**src/include/scr_pkg.sv**
```systemverilog
// Constants and field layout for the sensor conditioner control register bank
package scr_pkg;
    // Register byte addresses
    localparam logic [7:0] SCR_ADDR_BIAS    = 8'h80;
    localparam logic [7:0] SCR_ADDR_ROW1    = 8'h81;
    localparam logic [7:0] SCR_ADDR_ROW2    = 8'h82;
    localparam logic [7:0] SCR_ADDR_FIRST_CURRENT_CONVERTER    = 8'h83;
    localparam logic [7:0] SCR_ADDR_DAC2    = 8'h84;
    localparam logic [7:0] SCR_ADDR_MANSEL  = 8'h85;
    localparam logic [7:0] SCR_ADDR_GATE    = 8'h86;
    localparam logic [7:0] SCR_ADDR_RESULT  = 8'h87;
    localparam logic [7:0] SCR_ADDR_RSV_LO  = 8'h88;
    localparam logic [7:0] SCR_ADDR_RSV_HI  = 8'h8F;
    // Bias config field positions
    localparam int SCR_BIT_REF_MODE = 2;
    localparam int SCR_BIT_FILT_OFF = 4;
    localparam int SCR_BIT_PERSIST  = 5;
    localparam int SCR_BIT_GEN1     = 6;
    localparam int SCR_BIT_GEN2     = 7;
    // Bit 3 of bias config always reads back as one
    localparam logic [7:0] SCR_BIAS_FIXED = 8'h08;
    // Manual access select field positions
    localparam int SCR_BIT_TAB1_SEL = 4;
    localparam int SCR_BIT_FIRST_CURRENT_CONVERTER_SEL = 5;
    localparam int SCR_BIT_TAB2_SEL = 6;
    localparam int SCR_BIT_DAC2_SEL = 7;
    // Write gate codes and latch position
    localparam int         SCR_BIT_LATCH  = 7;
    localparam logic [7:0] SCR_GATE_SET   = 8'h80;
    localparam logic [7:0] SCR_GATE_CLEAR = 8'h00;
    // Row index width and position of the result MSBs used as table row
    localparam int SCR_ROW_W   = 6;
    localparam int SCR_ROW_LSB = 2;
    // Equal conversions needed before the filtered result refreshes
    localparam logic [2:0] SCR_FILT_RUN = 3'h4;
    // Nonvolatile image byte lanes (bias, row1, row2, first_current_converter, dac2, mansel)
    localparam int SCR_NV_BYTES = 6;
    // Bit offset of each byte lane inside the nonvolatile image
    localparam int SCR_LANE_ROW1   = 8;
    localparam int SCR_LANE_ROW2   = 16;
    localparam int SCR_LANE_FIRST_CURRENT_CONVERTER   = 24;
    localparam int SCR_LANE_DAC2   = 32;
    localparam int SCR_LANE_MANSEL = 40;
    typedef enum {SCR_LOAD, SCR_RUN} scr_phase_t;
endpackage

```
**src/rtl/scr_ctrl_regs.sv**
```systemverilog
// Control and status register bank of the dual-channel sensor conditioner
`timescale 1ns/100ps
`default_nettype none
module scr_ctrl_regs (
    input  wire logic                              clock,
    input  wire logic                              reset,
    input  wire logic [8*scr_pkg::SCR_NV_BYTES-1:0] nv_image,
    input  wire logic [7:0]                        reg_addr,
    input  wire logic                              reg_wr,
    input  wire logic                              reg_rd,
    input  wire logic [7:0]                        reg_wdata,
    output logic      [7:0]                        reg_rdata,
    output logic                                   reg_rd_valid,
    output logic                                   reg_wr_ack,
    output logic                                   reg_wr_nak,
    input  wire logic                              adc_done,
    input  wire logic [7:0]                        adc_code,
    output logic                                   nv_wr,
    output logic      [7:0]                        nv_wr_addr,
    output logic      [7:0]                        nv_wr_data,
    output logic                                   ref_pin_mode,
    output logic                                   gen1_sink_select,
    output logic                                   gen2_sink_select,
    output logic                                   first_current_converter_manual_select,
    output logic                                   dac2_manual_select,
    output logic      [7:0]                        first_current_converter_code_bits,
    output logic      [7:0]                        dac2_code_bits,
    output logic      [5:0]                        first_table_row,
    output logic      [5:0]                        second_table_row,
    output logic                                   write_latch,
    output logic                                   ready
);
    import scr_pkg::*;

    typedef struct packed {
        scr_phase_t phase;
        logic       rdy;
        logic       ref_mode;
        logic       filt_off;
        logic       persist;
        logic       gen1;
        logic       gen2;
        logic [5:0] row1;
        logic [5:0] row2;
        logic [7:0] first_current_converter;
        logic [7:0] dac2;
        logic       tab1_sel;
        logic       first_current_converter_sel;
        logic       tab2_sel;
        logic       dac2_sel;
        logic       latch;
        logic [7:0] result;
        logic [5:0] last_msb;
        logic [2:0] run;
        logic [7:0] rdata;
        logic       rd_valid;
        logic       wr_ack;
        logic       wr_nak;
        logic       nv_wr;
        logic [7:0] nv_addr;
        logic [7:0] nv_data;
        logic [5:0] tab1;
        logic [5:0] tab2;
    } scr_state_t;

    scr_state_t s_r;
    scr_state_t s_nxt;

    // Helper views of the register bytes as read back
    logic [7:0] bias_byte;
    logic [7:0] mansel_byte;
    assign bias_byte = {s_r.gen2, s_r.gen1, s_r.persist, s_r.filt_off, 1'b0, s_r.ref_mode,
                        2'b00} | SCR_BIAS_FIXED;
    assign mansel_byte = {s_r.dac2_sel, s_r.tab2_sel, s_r.first_current_converter_sel, s_r.tab1_sel, 4'h0};

    // Next state: power-up load, register access, converter result filter
    always_comb begin
        logic       wr_ok;
        logic       nv_side;
        logic [7:0] rd_byte;
        s_nxt = s_r;
        wr_ok = 1'b0;
        nv_side = 1'b0;
        rd_byte = 8'h00;
        s_nxt.rd_valid = 1'b0;
        s_nxt.wr_ack = 1'b0;
        s_nxt.wr_nak = 1'b0;
        s_nxt.nv_wr = 1'b0;
        if (s_r.phase == SCR_LOAD) begin
            // Latch stays zero from reset; bytes 0..5 come from the cells
            s_nxt.ref_mode = nv_image[SCR_BIT_REF_MODE];
            s_nxt.filt_off = nv_image[SCR_BIT_FILT_OFF];
            s_nxt.persist  = nv_image[SCR_BIT_PERSIST];
            s_nxt.gen1     = nv_image[SCR_BIT_GEN1];
            s_nxt.gen2     = nv_image[SCR_BIT_GEN2];
            s_nxt.row1     = nv_image[SCR_LANE_ROW1 +: SCR_ROW_W];
            s_nxt.row2     = nv_image[SCR_LANE_ROW2 +: SCR_ROW_W];
            s_nxt.first_current_converter     = nv_image[SCR_LANE_FIRST_CURRENT_CONVERTER +: 8];
            s_nxt.dac2     = nv_image[SCR_LANE_DAC2 +: 8];
            s_nxt.tab1_sel = nv_image[SCR_LANE_MANSEL + SCR_BIT_TAB1_SEL];
            s_nxt.first_current_converter_sel = nv_image[SCR_LANE_MANSEL + SCR_BIT_FIRST_CURRENT_CONVERTER_SEL];
            s_nxt.tab2_sel = nv_image[SCR_LANE_MANSEL + SCR_BIT_TAB2_SEL];
            s_nxt.dac2_sel = nv_image[SCR_LANE_MANSEL + SCR_BIT_DAC2_SEL];
            s_nxt.phase = SCR_RUN;
            s_nxt.rdy   = 1'b1;
        end else begin
            // Read path; reserved and unknown addresses read as zero
            case (reg_addr)
                SCR_ADDR_BIAS:   rd_byte = bias_byte;
                SCR_ADDR_ROW1:   rd_byte = {2'b00, s_r.row1};
                SCR_ADDR_ROW2:   rd_byte = {2'b00, s_r.row2};
                SCR_ADDR_FIRST_CURRENT_CONVERTER:   rd_byte = s_r.first_current_converter;
                SCR_ADDR_DAC2:   rd_byte = s_r.dac2;
                SCR_ADDR_MANSEL: rd_byte = mansel_byte;
                SCR_ADDR_GATE:   rd_byte = {s_r.latch, 7'h00};
                SCR_ADDR_RESULT: rd_byte = s_r.result;
                default:         rd_byte = 8'h00;
            endcase
            if (reg_rd) begin
                s_nxt.rdata = rd_byte;
                s_nxt.rd_valid = 1'b1;
            end
            // Write path; the gate register itself is always writable
            if (reg_wr) begin
                if (reg_addr == SCR_ADDR_GATE) begin
                    wr_ok = 1'b1;
                    if (reg_wdata == SCR_GATE_SET) begin
                        s_nxt.latch = 1'b1;
                    end else if (reg_wdata == SCR_GATE_CLEAR) begin
                        s_nxt.latch = 1'b0;
                    end
                end else if (s_r.latch && reg_addr >= SCR_ADDR_BIAS
                             && reg_addr <= SCR_ADDR_RSV_HI) begin
                    wr_ok = 1'b1;
                    case (reg_addr)
                        SCR_ADDR_BIAS: begin
                            s_nxt.ref_mode = reg_wdata[SCR_BIT_REF_MODE];
                            s_nxt.filt_off = reg_wdata[SCR_BIT_FILT_OFF];
                            s_nxt.persist  = reg_wdata[SCR_BIT_PERSIST];
                            s_nxt.gen1     = reg_wdata[SCR_BIT_GEN1];
                            s_nxt.gen2     = reg_wdata[SCR_BIT_GEN2];
                            nv_side = 1'b1;
                        end
                        SCR_ADDR_ROW1: begin
                            s_nxt.row1 = reg_wdata[SCR_ROW_W-1:0];
                            nv_side = s_r.persist;
                        end
                        SCR_ADDR_ROW2: begin
                            s_nxt.row2 = reg_wdata[SCR_ROW_W-1:0];
                            nv_side = s_r.persist;
                        end
                        SCR_ADDR_FIRST_CURRENT_CONVERTER: begin
                            s_nxt.first_current_converter = reg_wdata;
                            nv_side = s_r.persist;
                        end
                        SCR_ADDR_DAC2: begin
                            s_nxt.dac2 = reg_wdata;
                            nv_side = s_r.persist;
                        end
                        SCR_ADDR_MANSEL: begin
                            s_nxt.tab1_sel = reg_wdata[SCR_BIT_TAB1_SEL];
                            s_nxt.first_current_converter_sel = reg_wdata[SCR_BIT_FIRST_CURRENT_CONVERTER_SEL];
                            s_nxt.tab2_sel = reg_wdata[SCR_BIT_TAB2_SEL];
                            s_nxt.dac2_sel = reg_wdata[SCR_BIT_DAC2_SEL];
                            nv_side = 1'b1;
                        end
                        default: begin
                            // Result and reserved bytes accept and drop data
                            nv_side = 1'b0;
                        end
                    endcase
                end
                // Without the latch, or off the map, the data byte is refused
                s_nxt.wr_ack = wr_ok;
                s_nxt.wr_nak = !wr_ok;
                s_nxt.nv_wr = nv_side;
                if (nv_side) begin
                    s_nxt.nv_addr = reg_addr;
                    s_nxt.nv_data = reg_wdata;
                end
            end
            // Conversion filter; the run counts equal upper-six-bit results
            if (adc_done) begin
                if (s_r.filt_off) begin
                    s_nxt.result = adc_code;
                    s_nxt.run = 3'h0;
                end else if (s_r.run != 3'h0
                             && adc_code[7:SCR_ROW_LSB] == s_r.last_msb) begin
                    if (s_r.run + 3'h1 == SCR_FILT_RUN) begin
                        s_nxt.result = adc_code;
                        s_nxt.run = 3'h0;
                    end else begin
                        s_nxt.run = s_r.run + 3'h1;
                    end
                end else begin
                    s_nxt.run = 3'h1;
                end
                s_nxt.last_msb = adc_code[7:SCR_ROW_LSB];
            end
        end
        // Table row picks follow the new register values on the same edge
        s_nxt.tab1 = s_nxt.tab1_sel ? s_nxt.row1 : s_nxt.result[7:SCR_ROW_LSB];
        s_nxt.tab2 = s_nxt.tab2_sel ? s_nxt.row2 : s_nxt.result[7:SCR_ROW_LSB];
    end

    // State register; reset stands for power-up and clears everything
    always_ff @(posedge clock or posedge reset) begin
        if (reset) begin
            s_r <= '0;
        end else begin
            s_r <= s_nxt;
        end
    end

    // Outputs taken straight from the state register
    assign reg_rdata          = s_r.rdata;
    assign reg_rd_valid       = s_r.rd_valid;
    assign reg_wr_ack         = s_r.wr_ack;
    assign reg_wr_nak         = s_r.wr_nak;
    assign nv_wr              = s_r.nv_wr;
    assign nv_wr_addr         = s_r.nv_addr;
    assign nv_wr_data         = s_r.nv_data;
    assign ref_pin_mode       = s_r.ref_mode;
    assign gen1_sink_select   = s_r.gen1;
    assign gen2_sink_select   = s_r.gen2;
    assign first_current_converter_manual_select = s_r.first_current_converter_sel;
    assign dac2_manual_select = s_r.dac2_sel;
    assign first_current_converter_code_bits     = s_r.first_current_converter;
    assign dac2_code_bits     = s_r.dac2;
    assign first_table_row    = s_r.tab1;
    assign second_table_row   = s_r.tab2;
    assign write_latch        = s_r.latch;
    assign ready              = s_r.rdy;
endmodule // scr_ctrl_regs
`default_nettype wire

```
**config.mk**
```make
export PLATFORM = sky130hd
export DESIGN_NAME = scr_ctrl_regs
export DESIGN_NICKNAME = d
export VERILOG_FILES = /design/src/include/scr_pkg.sv /design/src/rtl/scr_ctrl_regs.sv
export SDC_FILE = /design/constraint.sdc
export NUM_CORES = 1
export LEC_CHECK = 0
export BUFFER_PORTS_ARGS = -buffer_cell sky130_fd_sc_hd__buf_2
export CELL_PAD_IN_SITES_DETAIL_PLACEMENT = 2
export CELL_PAD_IN_SITES_GLOBAL_PLACEMENT = 2
export CORE_MARGIN = 1
export CORE_UTILIZATION = 33
export CTS_BUF_LIST = sky130_fd_sc_hd__clkbuf_2
export CTS_CLUSTER_DIAMETER = 40
export CTS_CLUSTER_SIZE = 20
export DETAILED_ROUTE_END_ITERATION = 16
export PLACE_DENSITY = 0.88
export SYNTH_ARGS = -nofsm -noshare
export SYNTH_HDL_FRONTEND = slang
export SYNTH_SLANG_ARGS = --single-unit
```
**constraint.sdc**
```tcl
create_clock -name clock -period 4.75 [get_ports clock]
set_input_delay 1.425 -clock clock [delete_from_list [all_inputs] [get_ports clock]]
set_output_delay 1.425 -clock clock [all_outputs]
set_load 0.01 [all_outputs]
```
==> reports/qor.yml, run 1 <==
run_status:
  run_status: "complete, no violations"
detailed_routing:
  avgViaCountPerCell: 5.42
  drt_pre_antenna_iters: 5
  wire_length_reported_by_the_detailed_router_mm: 17.3
  drc: 0
  drt_iter0_markers: 251
  vias: 4134
  post_drt_wl_per_cell_um: 22.7
  postRouteAntennaNets: 0
cts:
  ctsRootBufferMaster: "sky130_fd_sc_hd__clkbuf_2"
  postCtsHoldBufs: 0
  tritoncts: "built"
  tritoncts.num_buffers: 9
  insertion_delay_ps: 640
  numClockSinks: 96
  cts-resized-gates: 0
  clock_path_buffers: 2
  clk_transition_reported_paths_ps: 260
  postCtsSetupBuffers: 0
  htree_levels: 3
floorplan:
  chipWidth_um: 126
  dieArea_sq_um: 16000
  start_util_pct: 33.7
  core_region_area_sq_um: 15100
  design.portCount: 140
  std_cell_rows: 45
  die_height_um: 126
yosys:
  synthesis.instances: 501
  post_synth_instance_area_sq_um: 5100
  synth_enable_flop_cells: 0
  most_numerous_cell_in_the_yosys_netlist: "sky130_fd_sc_hd__dfrtp_1"
  synth_top_area_share_pct: 47.1
  syn_avg_cell_area_sq_um: 10.2
  count_of_distinct_cell_types_in_the_synthesized_netlist: 56
  seq_area_frac_synth_pct: 47.1
  synth_nets: 582
  ys_top_cells_by_area: "sky130_fd_sc_hd__dfrtp_1 47%, sky130_fd_sc_hd__buf_4 7.8%, sky130_fd_sc_hd__mux2i_1 5.3%"
  ys_seq_elements: 96
  primary_flip_flop_cell_chosen_by_synthesis_mapping: "sky130_fd_sc_hd__dfrtp_1"
  yosys-top-cells-count: "96 x sky130_fd_sc_hd__dfrtp_1, 53 x sky130_fd_sc_hd__buf_4, 51 x sky130_fd_sc_hd__nand2_1"
  synth-async-reset-ratio_pct: 100
  synth.yosys.warnings: 0
  yosysTopAreaCell: "sky130_fd_sc_hd__dfrtp_1"
timing:
  report.final.slew_viol_count: 0
  max_freq_ghz: 0.303
  min_hold_slack_ps: 524
  finalWorstSetupSlack_ps: 1440
  finalHoldViolations: 0
  final.setup.tns_ps: 0
  timing.final.setup_violations: 0
  min_period_over_period_pct: 69.6
  final_period_demand_of_the_worst_path_ps: 3310
  setup_repair_after_global_routing_missed_its_margin: "no"
  worstMarginPinSlew_ps: 894
  max-slew-margin-rel_pct: 40.0
  fin_worst_skew_ps: 31.2
worst_setup_path:
  critical_path.reg2reg.endpoint: "first_table_row[2]"
  critical_path_required_ps: 5320
  reg2reg_depth: 5
  rr_startpoint: "ready"
  crit_path_end_kind: "flip-flop"
  critPathMaxFanout: 14
  arrival_time_at_the_worst_endpoint_ps: 3870
  ff2ff_setup_slack_ps: 1780
  cp-endpoint: "nv_wr_addr[0]"
  worstSetupStartpoint: "reg_addr[5]"
  critPathLaunchType: "primary input"
  worst-setup-path-type: "in2reg"
placed_design:
  place.detailed.instances: 746
  post-dp-hpwl_mm: 13.2
  pre_cts_slack_ps: 773
  place.port_buffers: 128
  place_area_sq_um: 5520
  final_wtd_congestion: 0.836
global_route:
  grt.met1_usage_pct: 26.6
  grt_antenna_before_repair: 1
  top_usage_layer: "met2"
  groute.usage.overall_pct: 22.3
  use_met2_pct: 38.5
  first_global_vias: 4577
  global_route_wire_length_before_repair_mm: 26.6
  grt_max_degree: 41
  globalRouteMet3Util_pct: 4.26
  global_route.overflow_total: 0
hold_path:
  worst_min_delay_path_category: "reg2reg"
final_layout:
  layout_cells_excl_fill: 763
  drive_gt1_share_pct: 31.2
  finalInstanceArea_sq_um: 5640
  fin_nets: 650
  post-route-util_pct: 37.2
  flow.area_growth_from_synthesis_pct: 10.4
power_and_ir_drop:
  cellLeakagePower_nw: 2.91
  design_power_total_mw: 1.72
  vdd_ir_drop_max_mv: 0.125
  power.density_cell_area_nw_per_um2: 305
flow_run:
  max_cap_viol_count: 0
-- routing by layer --
metal / wire length (um) / up-vias
met4: 607 / 0
met2: 8860 / 140
met1: 7000 / 2110
met3: 824 / 40
li1: - / 1844
met5: 0 / -
-- layout by cell type, fill, tap and decap left out, types with 6 or more instances in the layout --
cell type,n
sky130_fd_sc_hd__clkbuf_2,10
sky130_fd_sc_hd__o21ai_0,23
sky130_fd_sc_hd__nor2b_1,13
sky130_fd_sc_hd__mux2_2,18
sky130_fd_sc_hd__mux2i_1,27
sky130_fd_sc_hd__a22oi_1,6
sky130_fd_sc_hd__inv_1,46
sky130_fd_sc_hd__a21oi_1,13
sky130_fd_sc_hd__a21o_1,7
sky130_fd_sc_hd__and2_1,7
sky130_fd_sc_hd__a221oi_1,10
sky130_fd_sc_hd__buf_2,128
sky130_fd_sc_hd__o221ai_1,18
sky130_fd_sc_hd__nand2_1,51
sky130_fd_sc_hd__nand3_1,10
sky130_fd_sc_hd__nor3_1,7
sky130_fd_sc_hd__dfrtp_1,95
sky130_fd_sc_hd__nor2_1,7
-- worst min-delay path by stage --
stage                  startpoint             to  slack [ps]  cells past startpoint
finish              nv_wr_data[2]  nv_wr_data[2]         520                      1
global route        nv_wr_data[7]  nv_wr_data[7]         540                      1
CTS                  reg_rdata[1]   reg_rdata[1]         520                      2
detailed placement   reg_rdata[1]   reg_rdata[1]         470                      2
global placement    nv_wr_addr[7]  nv_wr_addr[7]         450                      1
floorplan           nv_wr_addr[7]  nv_wr_addr[7]         440                      1
-- sequential cells by signal, indices dropped and copies added (netlist names), 2 cells and up --
| register | flops |
|---|---|
| s_r | 29 |
| dac2_code_bits | 8 |
| first_current_converter_code_bits | 8 |
| nv_wr_addr | 8 |
| nv_wr_data | 8 |
| reg_rdata | 8 |
| first_table_row | 6 |
| second_table_row | 6 |
| bias_byte | 2 |
| mansel_byte | 2 |
-- cell families (layout without fill, tap and decap cells) --
group                      after synthesis  in the layout  synth area share (%)
muxes                                   49             49                  10.1
DFF                                     96             96                  47.1
buffers and inverters                  123            196                  13.2
AOI/OAI and AO/OA                      101            101                  15.1
adders and majority gates                4              4                 0.980
and+or+nand+nor                        121            121                  12.4
other                                    1              2                0.0735
xor gates and xnor gates                 6              6                  1.03
-- worst max-delay path: stages --
cell                      delay (ps)
sky130_fd_sc_hd__buf_2           110
sky130_fd_sc_hd__nor3b_2         630
sky130_fd_sc_hd__nand2_1         440
sky130_fd_sc_hd__nor4_4          850
sky130_fd_sc_hd__mux2_2          420
-- cell type report --
cell class / count / area (sq um)
diodes: 1 / 2.50
clock buffers: 10 / 50.0
clock inverters: 6 / 60.1
fillers: 1613 / 9510
inverters: 47 / 179
multi-input cells: 282 / 2030
flip-flops and latches: 96 / 2400
well taps: 188 / 235
repair buffers: 133 / 678
-- power breakdown --
group / total [mW] / internal (mW) / switching (mW)
clock: 0.415 / 0.122 / 0.294
combinational: 0.344 / 0.135 / 0.209
sequential: 0.961 / 0.896 / 0.0650
Power figures use the tool's default switching activity.
==> run 2: changes to the inputs <==
clock period = 3.5 ns   (was 4.75 ns; I/O delays follow)
==> reports/qor.yml, run 2 (synthesis gave the netlist of run 1 again) <==
flow_run:
  max_cap_viol_count: 0
timing:
  min_period_over_period_pct: 75.2
  setup_repair_after_global_routing_missed_its_margin: "no"
  max_freq_ghz: 0.380
  finalHoldViolations: 0
  timing.final.setup_violations: 0
  fin_worst_skew_ps: 28.1
  min_hold_slack_ps: 336
  worstMarginPinSlew_ps: 997
  final_period_demand_of_the_worst_path_ps: 2630
  final.setup.tns_ps: 0
  max-slew-margin-rel_pct: 33.0
  report.final.slew_viol_count: 0
run_status:
  run_status: "complete, no violations"
detailed_routing:
  drc: 0
  post_drt_wl_per_cell_um: 22.4
  postRouteAntennaNets: 0
  avgViaCountPerCell: 5.44
  vias: 4187
  drt_iter0_markers: 207
  wire_length_reported_by_the_detailed_router_mm: 17.2
  drt_pre_antenna_iters: 4
worst_setup_path:
  arrival_time_at_the_worst_endpoint_ps: 3210
  critPathMaxFanout: 55
  worstSetupStartpoint: "ready"
  critical_path_required_ps: 4080
  critPathLaunchType: "flip-flop"
  rr_startpoint: "ready"
  worst-setup-path-type: "reg2reg"
  crit_path_end_kind: "flip-flop"
final_layout:
  final_common_cell: "sky130_fd_sc_hd__buf_2"
  final_cell_mix: "128 x sky130_fd_sc_hd__buf_2, 96 x sky130_fd_sc_hd__dfrtp_1, 51 x sky130_fd_sc_hd__nand2_1"
  flow.area_growth_from_synthesis_pct: 12.0
  fin_nets: 656
  largest_register_ff_count: 29
  top_register: "s_r"
  drive_gt1_share_pct: 32.1
floorplan:
  start_util_pct: 33.7
  die_height_um: 126
  design.portCount: 140
  core_region_area_sq_um: 15100
  dieArea_sq_um: 16000
  std_cell_rows: 45
  chipWidth_um: 126
global_route:
  grt_max_degree: 56
  first_global_vias: 4626
  grt_antenna_before_repair: 1
  groute.usage.overall_pct: 22.4
  global_route.overflow_total: 0
  global_route_wire_length_before_repair_mm: 26.7
cts:
  insertion_delay_ps: 650
  numClockSinks: 96
  clock_path_buffers: 2
  postCtsHoldBufs: 0
  tritoncts.num_buffers: 9
  ctsRootBufferMaster: "sky130_fd_sc_hd__clkbuf_2"
  clk_transition_reported_paths_ps: 300
  htree_levels: 3
  postCtsSetupBuffers: 0
  cts-resized-gates: 0
  tritoncts: "built"
placed_design:
  post-dp-hpwl_mm: 13.2
  final_wtd_congestion: 0.818
  place.port_buffers: 128
hold_path:
  worst_min_delay_path_category: "in2async"
power_and_ir_drop:
  design_power_total_mw: 2.41
  cellLeakagePower_nw: 2.95
  power.density_cell_area_nw_per_um2: 421
  vdd_ir_drop_max_mv: 0.206
run 2: final timing paths:
check                      slack, ps  cells past startpoint                 end
setup / recovery                 870                      5  first_table_row[1]
hold / removal                   340                      2             s_r[43]
setup reg to reg                 870                      5  first_table_row[1]
hold reg to reg                  520                      1       nv_wr_addr[7]
max in group asynchronous       2440                      3    gen2_sink_select
min in group clock               520                      1       nv_wr_addr[7]
run 2: critical path, stage by stage (launching register included):
cell                       delay (ps)
sky130_fd_sc_hd__dfrtp_1          520
sky130_fd_sc_hd__buf_4            530
sky130_fd_sc_hd__inv_1            470
sky130_fd_sc_hd__a21o_1           330
sky130_fd_sc_hd__o221ai_4         370
sky130_fd_sc_hd__mux2i_1          280
run 2: power by group:
part | total [mW] | switching [mW] | internal, mW
Sequential | 1.30 | 0.0863 | 1.22
Clock | 0.626 | 0.442 | 0.185
Combinational | 0.478 | 0.290 | 0.188
Total | 2.41 | 0.818 | 1.59
run 2: final cells by class:
type / instances / area [sq um]
flip-flops and latches: 96 / 2400
repair buffers: 139 / 736
diodes: 1 / 2.50
fillers: 1665 / 9430
inverters: 47 / 180
well taps: 188 / 235
clock buffers: 9 / 45.0
clock inverters: 7 / 87.6
multi-input cells: 282 / 2030
run 2: metrics by stage:
stage          instance area, sq um  util [%]  std cells  worst slack (ps)
2_1_floorplan                  5110         -        501               879
5_1_grt                        5720      37.7        769               708
3_3_place_gp                   5580      36.8        752               308
4_1_cts                        5710      37.7        768               869
3_5_place_dp                   5580      36.8        752               233
6_report                       5720      37.7        769               867
run 2: per-layer routing:
layer | vias to the layer above | share of wire (%) | GRT usage [%]
li1 | 1840 | - | -
met1 | 2181 | 41 | 27.1
met2 | 133 | 52 | 39.4
met3 | 33 | 4.1 | 3.92
met4 | 0 | 2.9 | 8.93
met5 | - | 0 | 0
==> run 3: changes to the inputs <==
CORE_UTILIZATION = 30   (was 33)
PLACE_DENSITY = 0.84   (was 0.88)
clock period = 2.4 ns   (was 3.5 ns; I/O delays follow)
==> reports/qor.yml, run 3 (synthesis gave the netlist of run 1 again) <==
floorplan:
  chipWidth_um: 132
  std_cell_rows: 47
  start_util_pct: 30.8
  design.portCount: 140
  core_region_area_sq_um: 16600
  dieArea_sq_um: 17500
  die_height_um: 132
cts:
  numClockSinks: 96
  clk_transition_reported_paths_ps: 290
  clock_path_buffers: 2
  tritoncts: "built"
  htree_levels: 3
  cts-resized-gates: 0
  ctsRootBufferMaster: "sky130_fd_sc_hd__clkbuf_2"
  insertion_delay_ps: 640
  tritoncts.num_buffers: 9
worst_setup_path:
  crit_family: "simple AND/OR/NAND/NOR gates"
  arrival_time_at_the_worst_endpoint_ps: 2680
  crit_path_end_kind: "flip-flop"
  critical_path_required_ps: 2920
  reg2reg_depth: 5
  path_cells: "nor2b_1 -> nand3_1 -> or2_0 -> a221oi_1 -> mux2i_1"
  critPathMaxFanout: 6
  rr_startpoint: "write_latch"
  max_stage_delay_ps: 540
  critical_path.reg2reg.endpoint: "first_table_row[0]"
  critPathLaunchType: "flip-flop"
  ff2ff_setup_slack_ps: 240
  worst-path-buf-inv: 0
  critical_path.slowest_cell: "sky130_fd_sc_hd__dfrtp_1"
  worst-setup-path-type: "reg2reg"
placed_design:
  post-dp-hpwl_mm: 13.9
  place_area_sq_um: 5900
  pre_cts_slack_ps: -169
  final_wtd_congestion: 0.878
  place.port_buffers: 128
global_route:
  global_route_wire_length_before_repair_mm: 27.9
  first_global_vias: 4811
  groute.usage.overall_pct: 21.2
  grt_antenna_before_repair: 1
  grt_max_degree: 71
  global_route.overflow_total: 0
timing:
  timing.final.setup_violations: 0
  max_freq_ghz: 0.462
  final_period_demand_of_the_worst_path_ps: 2160
  fin_worst_skew_ps: 28.1
  finalWorstSetupSlack_ps: 237
  report.final.slew_viol_count: 0
  setup_repair_after_global_routing_missed_its_margin: "no"
  finalHoldViolations: 0
  min_period_over_period_pct: 90.1
power_and_ir_drop:
  switching_share_pct: 33.5
  cellLeakagePower_nw: 3.12
  clk_pwr_share_pct: 25.4
  vdd_ir_drop_max_mv: 0.214
  combinationalPowerShare_pct: 21.3
  p_int_mw: 2.37
  power_switching_mw: 1.19
  pwr-share-seq_pct: 53.2
  power.density_cell_area_nw_per_um2: 589
detailed_routing:
  drt_iter0_markers: 185
  drt_pre_antenna_iters: 4
  postRouteAntennaNets: 0
  avgViaCountPerCell: 5.00
  post_drt_wl_per_cell_um: 21.2
  wire_length_reported_by_the_detailed_router_mm: 17.7
  drc: 0
  vias: 4183
run_status:
  run_status: "complete, no violations"
final_layout:
  final_common_cell: "sky130_fd_sc_hd__buf_2"
  drive_gt1_share_pct: 35.9
  largest_register_ff_count: 29
  finalInstanceArea_sq_um: 6040
  fin_nets: 691
  final_cell_mix: "128 x sky130_fd_sc_hd__buf_2, 95 x sky130_fd_sc_hd__dfrtp_1, 51 x sky130_fd_sc_hd__nand2_1"
  flow.area_growth_from_synthesis_pct: 18.4
  top_register: "s_r"
hold_path:
  worst_min_delay_path_category: "in2reg"
  hold_path_end: "first_current_converter_manual_select"
  hold-path-cell-count: 3
  hp-start: "nv_image[45]"
flow_run:
  max_cap_viol_count: 0
[run 3: changes by cell type in the layout (fill, tap and decap cells not counted), sizes merged]
cell         previous run  this run
buf                   139       173
dlygate4sd3             0         1
[run 3: final cells by class]
cell class	instances	area (sq um)
fillers	1849	10500
well taps	220	275
flip-flops and latches	96	2400
inverters	47	180
clock buffers	9	45.0
clock inverters	7	85.1
repair buffers	174	1030
multi-input cells	282	2030
diodes	1	2.50
[run 3: metal layers]
layer	wire length [um]	global-route usage (%)	part of all wire, %	up-vias
met5	0	0	0	-
met4	507	9.64	2.9	0
met3	807	3.52	4.6	28
met2	9000	36.2	51	115
met1	7410	26.2	42	2126
li1	-	-	-	1914
[run 3: through the flow]
| stage | instances | utilization (%) | hold WS, ps | total power, mW | TNS [ps] |
|---|---|---|---|---|---|
| global route | 836 | 36.4 | 249 | 3.74 | 0 |
| finish | 836 | 36.4 | 298 | 3.56 | 0 |
| CTS | 835 | 36.4 | 240 | 3.61 | 0 |
| detailed placement | 818 | 35.6 | 472 | 2.69 | -2200 |
| floorplan | 501 | - | 441 | 2.36 | 0 |
| global placement | 818 | 35.6 | 449 | 2.64 | -490 |
[run 3: worst max-delay path by stage]
stage,from,endpoint,depth (start not counted)
2_1_floorplan,reg_addr[5],nv_wr_data[0],6
3_3_place_gp,reg_addr[7],first_table_row[1],7
3_5_place_dp,reg_addr[7],first_table_row[0],7
4_1_cts,write_latch,first_table_row[0],5
5_1_grt,write_latch,first_table_row[0],5
6_report,write_latch,first_table_row[0],5
[run 3: power by group through the flow]
stage / clock [mW] / combinational, mW / sequential (mW)
3_5_place_dp: 0 / 0.762 / 1.92
5_1_grt: 1.00 / 0.828 / 1.91
6_report: 0.906 / 0.760 / 1.90
2_1_floorplan: 0 / 0.492 / 1.87
4_1_cts: 0.948 / 0.768 / 1.90
3_3_place_gp: 0 / 0.719 / 1.92
[run 3: worst reg2reg max path, stage by stage (launching register included)]
cell                       delay, ps
sky130_fd_sc_hd__dfrtp_1         540
sky130_fd_sc_hd__nor2b_1         380
sky130_fd_sc_hd__nand3_1         190
sky130_fd_sc_hd__or2_0           390
sky130_fd_sc_hd__a221oi_1        420
sky130_fd_sc_hd__mux2i_1         140
[run 3: what timing repair did]
| action | in CTS | in global routing |
|---|---|---|
| hold endpoints to repair | 8 | 0 |
| buffers inserted | 0 | 0 |
| hold buffers | 1 | 0 |
